**src/shared/power_pin_map.vh**
```
// constants for the power state pin controller
// assumes a single 200 MHz clock and plain Verilog-2005 includers
`ifndef POWER_PIN_MAP_VH
`define POWER_PIN_MAP_VH
// core voltage select default code (both bits high)
`define VOLT_SEL_DEFAULT 2'h3
// power state request encoding
`define PSTATE_S0 2'h0
`define PSTATE_SX 2'h1
`define PSTATE_DEEP 2'h2
// reset request figures
`define CLK_PERIOD_PS 5000
`define RESET_MIN_NS 100
`define RESET_MIN_CYCLES ((`RESET_MIN_NS * 1000 + `CLK_PERIOD_PS - 1) / `CLK_PERIOD_PS)
`endif

```
**src/rtl/level_sync.v**
```verilog
// two flip-flop synchroniser for a bus of independent levels
// assumes each bit changes slowly compared with the clock
module level_sync #(
	parameter WIDTH = 1,
	parameter [WIDTH-1:0] INIT = {WIDTH{1'b0}}
) (
	input wire ref_clk_i,
	input wire reset_i,
	input wire [WIDTH-1:0] async_i,
	output wire [WIDTH-1:0] sync_o
);
	reg [WIDTH-1:0] stage_a;
	reg [WIDTH-1:0] stage_b;

	always @(posedge ref_clk_i) begin
		if (reset_i) begin
			stage_a <= INIT;
			stage_b <= INIT;
		end else begin
			stage_a <= async_i;
			stage_b <= stage_a;
		end
	end

	assign sync_o = stage_b;
endmodule // level_sync

```
**src/rtl/power_state_pin_control.v**
```verilog
// pin-level power state control: status inputs in, rail and reset controls out
// assumes status pins are asynchronous and policy inputs come from same-clock logic
// Operation
// - while battery low is seen, no wake from sleep and no exit from deep sleep occur.
// - when enabled, the assertion of battery low raises a one-cycle management interrupt.
// - deep sleep policy uses AC presence and can allow deep sleep only on battery.
// - in default mode both core voltage select bits are driven high.
// - in override mode the two core voltage select bits carry the requested aux input rail voltage code.
// - the external power gate output is asserted during the deepest processor idle state.
// - the memory reset is an active-low open-drain output.
// - deep well power good marks the deep well supply as valid.
// - platform reset is asserted whenever core power good is low.
// - platform reset is low in sleep, in deep sleep and while a system reset is requested, released RESET_MIN_CYCLES + 1 cycles after the last cause clears.
`include "power_pin_map.vh"
module power_state_pin_control #(
	parameter RESET_MIN_CYCLES = `RESET_MIN_CYCLES
) (
	input wire ref_clk_i,
	input wire reset_i,
	input wire ac_power_present_i,
	input wire battery_low_n_i,
	input wire deep_well_power_good_i,
	input wire core_power_good_i,
	input wire sleep_req_i,
	input wire wake_req_i,
	input wire deep_idle_req_i,
	input wire sys_reset_req_i,
	input wire low_battery_irq_en_i,
	input wire deep_sleep_en_i,
	input wire deep_sleep_battery_only_i,
	input wire volt_sel_override_i,
	input wire [1:0] volt_sel_code_i,
	input wire mem_reset_req_i,
	output reg [1:0] power_state_o,
	output reg sys_mgmt_interrupt_o,
	output reg core_volt_sel_b0_o,
	output reg core_volt_sel_b1_o,
	output reg deep_idle_power_gate_n_o,
	output reg platform_reset_n_o,
	output wire mem_reset_n_o,
	output wire mem_reset_n_oe_n_o
);
	// ==========================================================
	// input synchronisers
	wire [3:0] pin_sync;
	wire ac_ok;
	wire batt_low;
	wire deep_ok;
	wire core_ok;

	level_sync #(
		.WIDTH(4),
		.INIT(4'h2)
	) u_sync (
		.ref_clk_i(ref_clk_i),
		.reset_i(reset_i),
		.async_i({core_power_good_i, deep_well_power_good_i, battery_low_n_i,
			ac_power_present_i}),
		.sync_o(pin_sync)
	);

	// status pins come from other wells and pass two stages before any use
	localparam SYNC_AC = 0;
	localparam SYNC_BATT = 1;
	localparam SYNC_DEEP = 2;
	localparam SYNC_CORE = 3;

	assign ac_ok = pin_sync[SYNC_AC];
	assign batt_low = ~pin_sync[SYNC_BATT];
	assign deep_ok = pin_sync[SYNC_DEEP];
	assign core_ok = pin_sync[SYNC_CORE];

	// ==========================================================
	// power state machine
	localparam [2:0] ST_S0 = 3'h1;
	localparam [2:0] ST_SX = 3'h2;
	localparam [2:0] ST_DEEP = 3'h4;

	// ==========================================================
	// decoding helpers
	// a wake step needs the request, no low battery and the target rail good
	function wake_allowed;
		input wake;
		input low;
		input rail_good;
		begin
			wake_allowed = wake & ~low & rail_good;
		end
	endfunction

	// one-hot state to the power state code seen on the output
	function [1:0] state_code;
		input [2:0] st;
		begin
			case (st)
				ST_S0: state_code = `PSTATE_S0;
				ST_DEEP: state_code = `PSTATE_DEEP;
				default: state_code = `PSTATE_SX;
			endcase
		end
	endfunction

	reg [2:0] state;
	reg [2:0] next_state;
	reg batt_low_q;
	wire deep_allowed;

	// on battery only mode forbids deep sleep while AC is present
	assign deep_allowed = deep_sleep_en_i & deep_ok
		& ~(deep_sleep_battery_only_i & ac_ok);

	always @* begin
		next_state = state;
		case (state)
			ST_S0: begin
				if (sleep_req_i)
					next_state = ST_SX;
			end
			ST_SX: begin
				// an allowed wake wins over deep sleep entry
				if (wake_allowed(wake_req_i, batt_low, core_ok))
					next_state = ST_S0;
				else if (deep_allowed)
					next_state = ST_DEEP;
			end
			ST_DEEP: begin
				if (wake_allowed(wake_req_i, batt_low, deep_ok))
					next_state = ST_SX;
			end
			default: next_state = ST_SX;
		endcase
	end

	always @(posedge ref_clk_i) begin
		if (reset_i) begin
			// the platform starts asleep until a wake is seen
			state <= ST_SX;
			batt_low_q <= 1'b0;
			sys_mgmt_interrupt_o <= 1'b0;
		end else begin
			state <= next_state;
			batt_low_q <= batt_low;
			// rising edge of batt_low only: a battery left low does not repeat the interrupt
			sys_mgmt_interrupt_o <= batt_low & ~batt_low_q & low_battery_irq_en_i;
		end
	end

	always @(posedge ref_clk_i) begin
		if (reset_i)
			power_state_o <= `PSTATE_SX;
		else
			power_state_o <= state_code(next_state);
	end

	// ==========================================================
	// platform reset with minimum hold
	// the hold gives a clean low time after the last cause clears
	reg [15:0] hold_cnt;
	wire reset_cause;

	assign reset_cause = ~core_ok | (state != ST_S0) | (next_state != ST_S0)
		| sys_reset_req_i;

	always @(posedge ref_clk_i) begin
		if (reset_i) begin
			platform_reset_n_o <= 1'b0;
			hold_cnt <= 16'h0000;
		end else if (reset_cause) begin
			platform_reset_n_o <= 1'b0;
			hold_cnt <= RESET_MIN_CYCLES[15:0];
		end else if (hold_cnt != 16'h0000) begin
			hold_cnt <= hold_cnt - 16'h0001;
		end else begin
			platform_reset_n_o <= 1'b1;
		end
	end

	// ==========================================================
	// core voltage select
	localparam [1:0] VOLT_DEFAULT = `VOLT_SEL_DEFAULT;

	// override hands the requested aux rail code straight to the regulator
	always @(posedge ref_clk_i) begin
		if (reset_i) begin
			core_volt_sel_b0_o <= VOLT_DEFAULT[0];
			core_volt_sel_b1_o <= VOLT_DEFAULT[1];
		end else if (volt_sel_override_i) begin
			core_volt_sel_b0_o <= volt_sel_code_i[0];
			core_volt_sel_b1_o <= volt_sel_code_i[1];
		end else begin
			core_volt_sel_b0_o <= VOLT_DEFAULT[0];
			core_volt_sel_b1_o <= VOLT_DEFAULT[1];
		end
	end

	// ==========================================================
	// external power gate for the deepest idle state
	// the gated rails may drop only while the core is up and in S0
	always @(posedge ref_clk_i) begin
		if (reset_i)
			deep_idle_power_gate_n_o <= 1'b1;
		else
			deep_idle_power_gate_n_o <= ~(deep_idle_req_i & (state == ST_S0)
				& core_ok);
	end

	// ==========================================================
	// memory reset, open drain: only ever pulls low
	// memory is also held in reset while the deep well supply is not valid
	reg mem_reset_drive;

	always @(posedge ref_clk_i) begin
		if (reset_i)
			mem_reset_drive <= 1'b1;
		else
			mem_reset_drive <= mem_reset_req_i | ~deep_ok;
	end

	assign mem_reset_n_o = 1'b0;
	assign mem_reset_n_oe_n_o = ~mem_reset_drive;
endmodule // power_state_pin_control

```
**config.mk**
```make
export PLATFORM = sky130hd
export DESIGN_NAME = power_state_pin_control
export DESIGN_NICKNAME = d
export VERILOG_FILES = /design/src/rtl/level_sync.v /design/src/rtl/power_state_pin_control.v
export VERILOG_INCLUDE_DIRS = /design/src /design/src/shared
export SDC_FILE = /design/constraint.sdc
export NUM_CORES = 1
export LEC_CHECK = 0
export CELL_PAD_IN_SITES_DETAIL_PLACEMENT = 0
export CELL_PAD_IN_SITES_GLOBAL_PLACEMENT = 1
export CORE_ASPECT_RATIO = 2
export CORE_MARGIN = 4
export CORE_UTILIZATION = 25
export DETAILED_ROUTE_END_ITERATION = 16
export DONT_BUFFER_PORTS = 1
export PLACE_DENSITY = 0.57
export SLEW_MARGIN = 10
export SYNTH_ARGS = -nofsm -noshare
export SYNTH_HDL_FRONTEND = slang
export SYNTH_SLANG_ARGS = --single-unit
```
**constraint.sdc**
```tcl
create_clock -name ref_clk_i -period 4.3 [get_ports ref_clk_i]
set_input_delay 0.215 -clock ref_clk_i [delete_from_list [all_inputs] [get_ports ref_clk_i]]
set_output_delay 0.215 -clock ref_clk_i [all_outputs]
set_load 0.01 [all_outputs]
```
-- After elaboration in Yosys (flattened, before gate mapping)
Cells that the tools add are included.
- bits in registers: 36
- bits of input ports: 17
- output and inout port bits: 9
- logic and storage cells: 55
- add/subtract/negate cells: 1
- equal/unequal tests: 7
- multiplexer cells: 8
- bitwise operators: 22
- reduce and logical (&&, ||, !) cells: 4
- operators by type and width (operator ; count):
    nonzero test 16 bit ; 1
    subtractor 16 x 1 -> 16 bit (second input constant) ; 1
    two-way mux 3 bit ; 4
    AND 1 bit ; 10
    two-way mux 5 bit ; 2
    one-hot mux 3 bit (3 select lines) ; 1
    inverter 1 bit ; 8
    == test 3 x 1 -> 1 bit (second input constant) ; 2
    == test 3 bit (second input constant) ; 2
    != test 3 x 1 -> 1 bit (second input constant) ; 2
    bitwise OR 1 bit ; 4
    one-hot mux 2 bit (2 select lines) ; 1
    OR reduction 2 bit ; 2
    == test 3 x 2 -> 1 bit (second input constant) ; 1
    nonzero test 2 bit ; 1

-- Logic depth before layout (Yosys ltp)
- depth in word-level cells: 10
- mapped depth: 6
- mapped depth without buffers: 6

-- By module
Synthesis repeated with hierarchy kept, for this count alone.
- cell total of the unflattened synthesis: 161
- area total of the unflattened synthesis: 1496.4 um2
- modules (own cells, without submodules) (module ; instances ; cells each ; area an instance (um2) ; seq. area each (um2)):
    power_state_pin_control ; 1 ; 145 ; 1286.2 ; 560.5
    level_sync ; 1 ; 16 ; 210.2 ; 160.2

-- Worst setup path before layout
OpenSTA, ideal clock, no wires.
- path type: flip-flop to flip-flop
- from: register hold_cnt[0]
- to: register hold_cnt[3]
- library setup time: 0.061 ns
- arrival: 1.657 ns
- required time: 4.239 ns
- setup slack: 2.582 ns
- stages on the path, launching flop included: 7
- buffers on the path: 0
- clock period less this slack: 1.718 ns
- cells stage by stage: dfxtp_1 > inv_1 > ha_1 > nor3b_1 > nand4_1 > a211o_1 > nand2_1
- word-level cells in the longest chain between the ends: 1
- elaborated cells on any way between the ends: 2
- those cells by class: add/sub (1); reduce/logical (1)
- ends and longest elaborated chain (item ; RTL line ; RTL):
    start, declared ; power_state_pin_control.v:158 ; reg [15:0] hold_cnt;
    start signal, assigned ; power_state_pin_control.v:170 ; hold_cnt <= RESET_MIN_CYCLES[15:0];
    start signal, assigned ; power_state_pin_control.v:172 ; hold_cnt <= hold_cnt - 16'h0001;
    subtractor 16 x 1 -> 16 bit or nonzero test 16 bit (tied branches) ; power_state_pin_control.v:172, power_state_pin_control.v:171 ;
Parallel ways exist; a longest one is shown, timed or not.
A chain may end at the register's enable or synchronous reset.

-- Worst setup path after layout
- from: register hold_cnt[0]
- to: register hold_cnt[5]
The elaborated chain is that of the path after synthesis.

==> flow_summary.rst <==
.. list-table::
   :header-rows: 1

   * - Metric
     - Value
   * - Worst hold slack
     - 8.09 ps
   * - DR pass1 iterations
     - 4
   * - Type of the worst setup path
     - reg -> reg
   * - Post-DP HPWL
     - 2720 um
   * - Hold Vio Cnt, Final
     - 0
   * - Nets
     - 187
   * - Post-CTS setup repair buffer count
     - 0
   * - Area occupied by multi-input gates
     - around 700 sq um
   * - Least setup slack across all paths after layout
     - ~2100 ps
   * - Largest family of logic cells by synthesized area
     - simple AND/OR/NAND/NOR gates
   * - Number of pins with negative max-slew slack in the final report
     - 0
   * - Count of standard-cell rows
     - 39
   * - Part of the total power dissipated in combinational logic
     - 3.1%
   * - Clk sinks
     - 36
   * - Setup clock skew after layout
     - approximately 3.5 ps
   * - Slew @ Worst Pin
     - 898 ps
   * - Buffer levels on the longest clock path
     - 2
   * - Unrepaired setup endpoints after global routing
     - false
   * - Slack of the worst reg-to-reg path
     - 2070 ps
   * - Critical path data arrival time
     - 2430 ps
   * - Antenna violations before repair
     - 0
   * - Primary flip-flop cell chosen by synthesis mapping
     - sky130_fd_sc_hd__dfxtp_1
   * - Syn Nets
     - approximately 180
   * - Depth of the CTS H-tree
     - 2
   * - TritonCTS clock tree
     - yes
   * - Design Area, Final
     - 1730 sq um
   * - Synthesized area per cell
     - between 8 and 9 sq um
   * - Synthesized netlist cell count
     - approximately 160
   * - Routed Wire Length
     - between 3000 and 4000 um
   * - Routability congestion estimate
     - 0.767
   * - Placed cell count
     - 220
   * - Chip Height
     - between 100 and 150 um
   * - Clock root buffer
     - sky130_fd_sc_hd__clkbuf_16
   * - Total area of sequential cells
     - 721 sq um
   * - Status
     - completed
   * - Wire length of the first global-routing pass
     - slightly below 6000 um
   * - Routed via count
     - about 1.2k
   * - Internal portion of total power
     - between 600 and 700 uW
   * - Maximum number of pins on one net before global-route repair
     - 20
   * - Part of the power in registers
     - between 40% and 50%
   * - Gates resized, CTS repair
     - 0
   * - Shortest clock period the worst path allows after layout
     - 2230 ps
   * - Startpoint kind of the worst setup timing path
     - flop
   * - Final-layout setup total negative slack
     - 0 ps
   * - Dpl cell area
     - roughly 1500 sq um
   * - Launch point of the worst reg-to-reg path
     - hold_cnt[0]
   * - Endpoints failing setup
     - 0
   * - Post-detailed-route wirelength per cell
     - roughly 16 um
   * - Switching power
     - 157 uW
   * - Die extent in x
     - roughly 62 um
   * - Drc violations
     - 0
   * - Tot GR Track Use
     - a little over a tenth
   * - Most frequent standard cell in the layout excluding fill and tap cells
     - sky130_fd_sc_hd__dfxtp_1
   * - Clock latency at the later pin of the worst-skew pair
     - approximately 280 ps
   * - CTS buffer count
     - 5
   * - Yosys warnings
     - 0
   * - Number of global-route vias before repair
     - 1,201
   * - Register area share after synthesis
     - a little under 50%
   * - Final non-filler cell total
     - 231
   * - Layout cell share with drive strength beyond 1
     - 10.0%
   * - Cell count of the worst reg-to-reg path
     - 6
   * - Maximum vdd drop
     - ~0.00021 V
   * - Synth unique cells
     - 41
   * - Xor-xnor portion of the synthesized cell area
     - less than 1%
   * - Num ports
     - 26
   * - Static power due to leakage
     - slightly above 0.6 nW
   * - Starting density of the core
     - approximately 26%
   * - Reg-to-reg endpoint
     - hold_cnt[5]
   * - Simple-gate portion of the synthesized area
     - 32.0%
   * - Register bit count reported by yosys
     - 36
   * - Hold Crit Start
     - reset_i
   * - Count of antenna diodes in the layout
     - 0
   * - Largest driver fanout on the critical path
     - 9
   * - Async set-or-reset flop fraction in the synthesized netlist
     - 0%
   * - ANT nets after route
     - 0
   * - Synth Area in Adders
     - 0.848%
   * - Clock transition at the registers of the reported paths
     - approximately 60 ps
   * - Starting DRT DRC Count
     - 24
   * - Placement Setup Slack
     - between 2000 and 2500 ps
   * - Path category of the worst min-delay check
     - in -> reg
   * - Required time reported for the critical path endpoint
     - about 4500 ps
   * - Min-Delay Endpoint
     - u_sync.stage_a[3]
   * - Global route overflow
     - 0
   * - Die area
     - roughly 7300 sq um
   * - Via/cell ratio
     - between 5 and 6
   * - Most used cells in the layout excluding fill and tap cells
     - sky130_fd_sc_hd__dfxtp_1 (36), sky130_fd_sc_hd__nand2_1 (15), sky130_fd_sc_hd__nor2_1 (11)
   * - Power share of the clock group
     - a little over half
   * - Post-synthesis mux area share
     - less than 1%
   * - Switching fraction of total power
     - between 20% and 30%
   * - Number of synthesized flops with an enable pin
     - 0
   * - Top achievable clock speed
     - approximately 450 MHz
   * - Count of max-cap constraint violations
     - 0
   * - Share of the clock period used by the worst path
     - about half
   * - IO Port Bufs
     - 0
   * - Worst hold path cell count
     - 1
   * - Max-slew headroom at the worst pin
     - between 30% and 40%
   * - Core Area
     - ~5700 sq um
   * - Area fraction in compound gates after synthesis
     - 13.2%
   * - CP Capture Type
     - flop
   * - Number of fillers in the final layout
     - 612
   * - Mapped cell area
     - ~1500 sq um
   * - PwrDens
     - ~450 nW/um^2
   * - Overall power
     - about 800 uW
   * - Utilization of the core after routing
     - a little under a third
   * - Layout area overhead
     - 17.0%
## cells in the mapped netlist, types with 4 or more instances
| library cell | count | area share, % |
|---|---|---|
| sky130_fd_sc_hd__dfxtp_1 | 36 | 49 |
| sky130_fd_sc_hd__nand2_1 | 15 | 3.8 |
| sky130_fd_sc_hd__nor2_1 | 11 | 2.8 |
| sky130_fd_sc_hd__nor3_1 | 9 | 3.1 |
| sky130_fd_sc_hd__a21oi_1 | 8 | 2.7 |
| sky130_fd_sc_hd__inv_1 | 8 | 2.0 |
| sky130_fd_sc_hd__nand4_1 | 6 | 2.5 |
| sky130_fd_sc_hd__nor2b_1 | 6 | 2.5 |
| sky130_fd_sc_hd__or3_1 | 6 | 2.5 |
| sky130_fd_sc_hd__a211o_1 | 4 | 2.4 |
| sky130_fd_sc_hd__clkbuf_1 | 4 | 1.0 |
| sky130_fd_sc_hd__o21ai_0 | 4 | 1.4 |
## how the worst max path moves through the flow
| stage | startpoint | to | slack (ps) | cells past startpoint |
|---|---|---|---|---|
| floorplan | hold_cnt[0] | hold_cnt[3] | 2580 | 6 |
| CTS | hold_cnt[0] | hold_cnt[5] | 2090 | 6 |
| finish | hold_cnt[0] | hold_cnt[5] | 2070 | 6 |
| detailed placement | hold_cnt[0] | hold_cnt[3] | 2120 | 6 |
| global placement | hold_cnt[0] | hold_cnt[3] | 2140 | 6 |
| global route | hold_cnt[0] | hold_cnt[5] | 1870 | 6 |
## what timing repair did
action | 4_1_cts | 5_1_grt
endpoints found under the hold margin | 5 | 1
setup endpoints to repair | 0 | 0
hold buffers | 2 | 1
## flip-flops by register name, summed over array words and instances, names as in the netlist
signal                    flops
batt_low_q                    1
core_volt_sel_b0_o            1
core_volt_sel_b1_o            1
deep_idle_power_gate_n_o      1
hold_cnt                     16
mem_reset_drive               1
platform_reset_n_o            1
power_state_o                 2
state                         3
sys_mgmt_interrupt_o          1
u_sync.stage_a                4
u_sync.sync_o                 4
## cells by family (layout without fill, tap and decap cells)
| logic type | count (synthesis) | in the layout |
|---|---|---|
| flops | 36 | 36 |
| simple gates | 82 | 82 |
| other cells | 1 | 1 |
| fa+ha+maj | 1 | 1 |
| buf+inv | 13 | 19 |
| compound gates | 29 | 29 |
| xor+xnor | 1 | 1 |
| mux | 1 | 1 |
## power by group through the flow
| stage | Clock, mW | Combinational, mW | Sequential [mW] |
|---|---|---|---|
| floorplan | 0 | 0.0202 | 0.352 |
| global placement | 0 | 0.0211 | 0.354 |
| detailed placement | 0 | 0.0212 | 0.354 |
| CTS | 0.420 | 0.0241 | 0.347 |
| global route | 0.437 | 0.0277 | 0.347 |
| finish | 0.410 | 0.0245 | 0.347 |
## cell type report
class	count	area share [%]
clock inverter	3	2.46
inverter	8	1.74
timing repair buffer	3	1.74
clock buffer	5	7.25
sequential	36	41.7
multi-input combinational	115	40.7
tap	61	4.42
## layer usage
layer / global-route usage, % / wire, um / up-vias
li1: - / - / 604
met1: 8.68 / 1180 / 583
met2: 22.0 / 2240 / 27
met3: 2.79 / 162 / 12
met4: 6.66 / 132 / 0
met5: 0 / 0 / -
## critical path: stages (launching register included)
cell	delay, ps
sky130_fd_sc_hd__dfxtp_1	340
sky130_fd_sc_hd__inv_1	70
sky130_fd_sc_hd__ha_1	270
sky130_fd_sc_hd__nor3b_1	520
sky130_fd_sc_hd__nand4_1	470
sky130_fd_sc_hd__nor4b_1	310
sky130_fd_sc_hd__o22ai_1	170
Power figures use the tool's default switching activity.
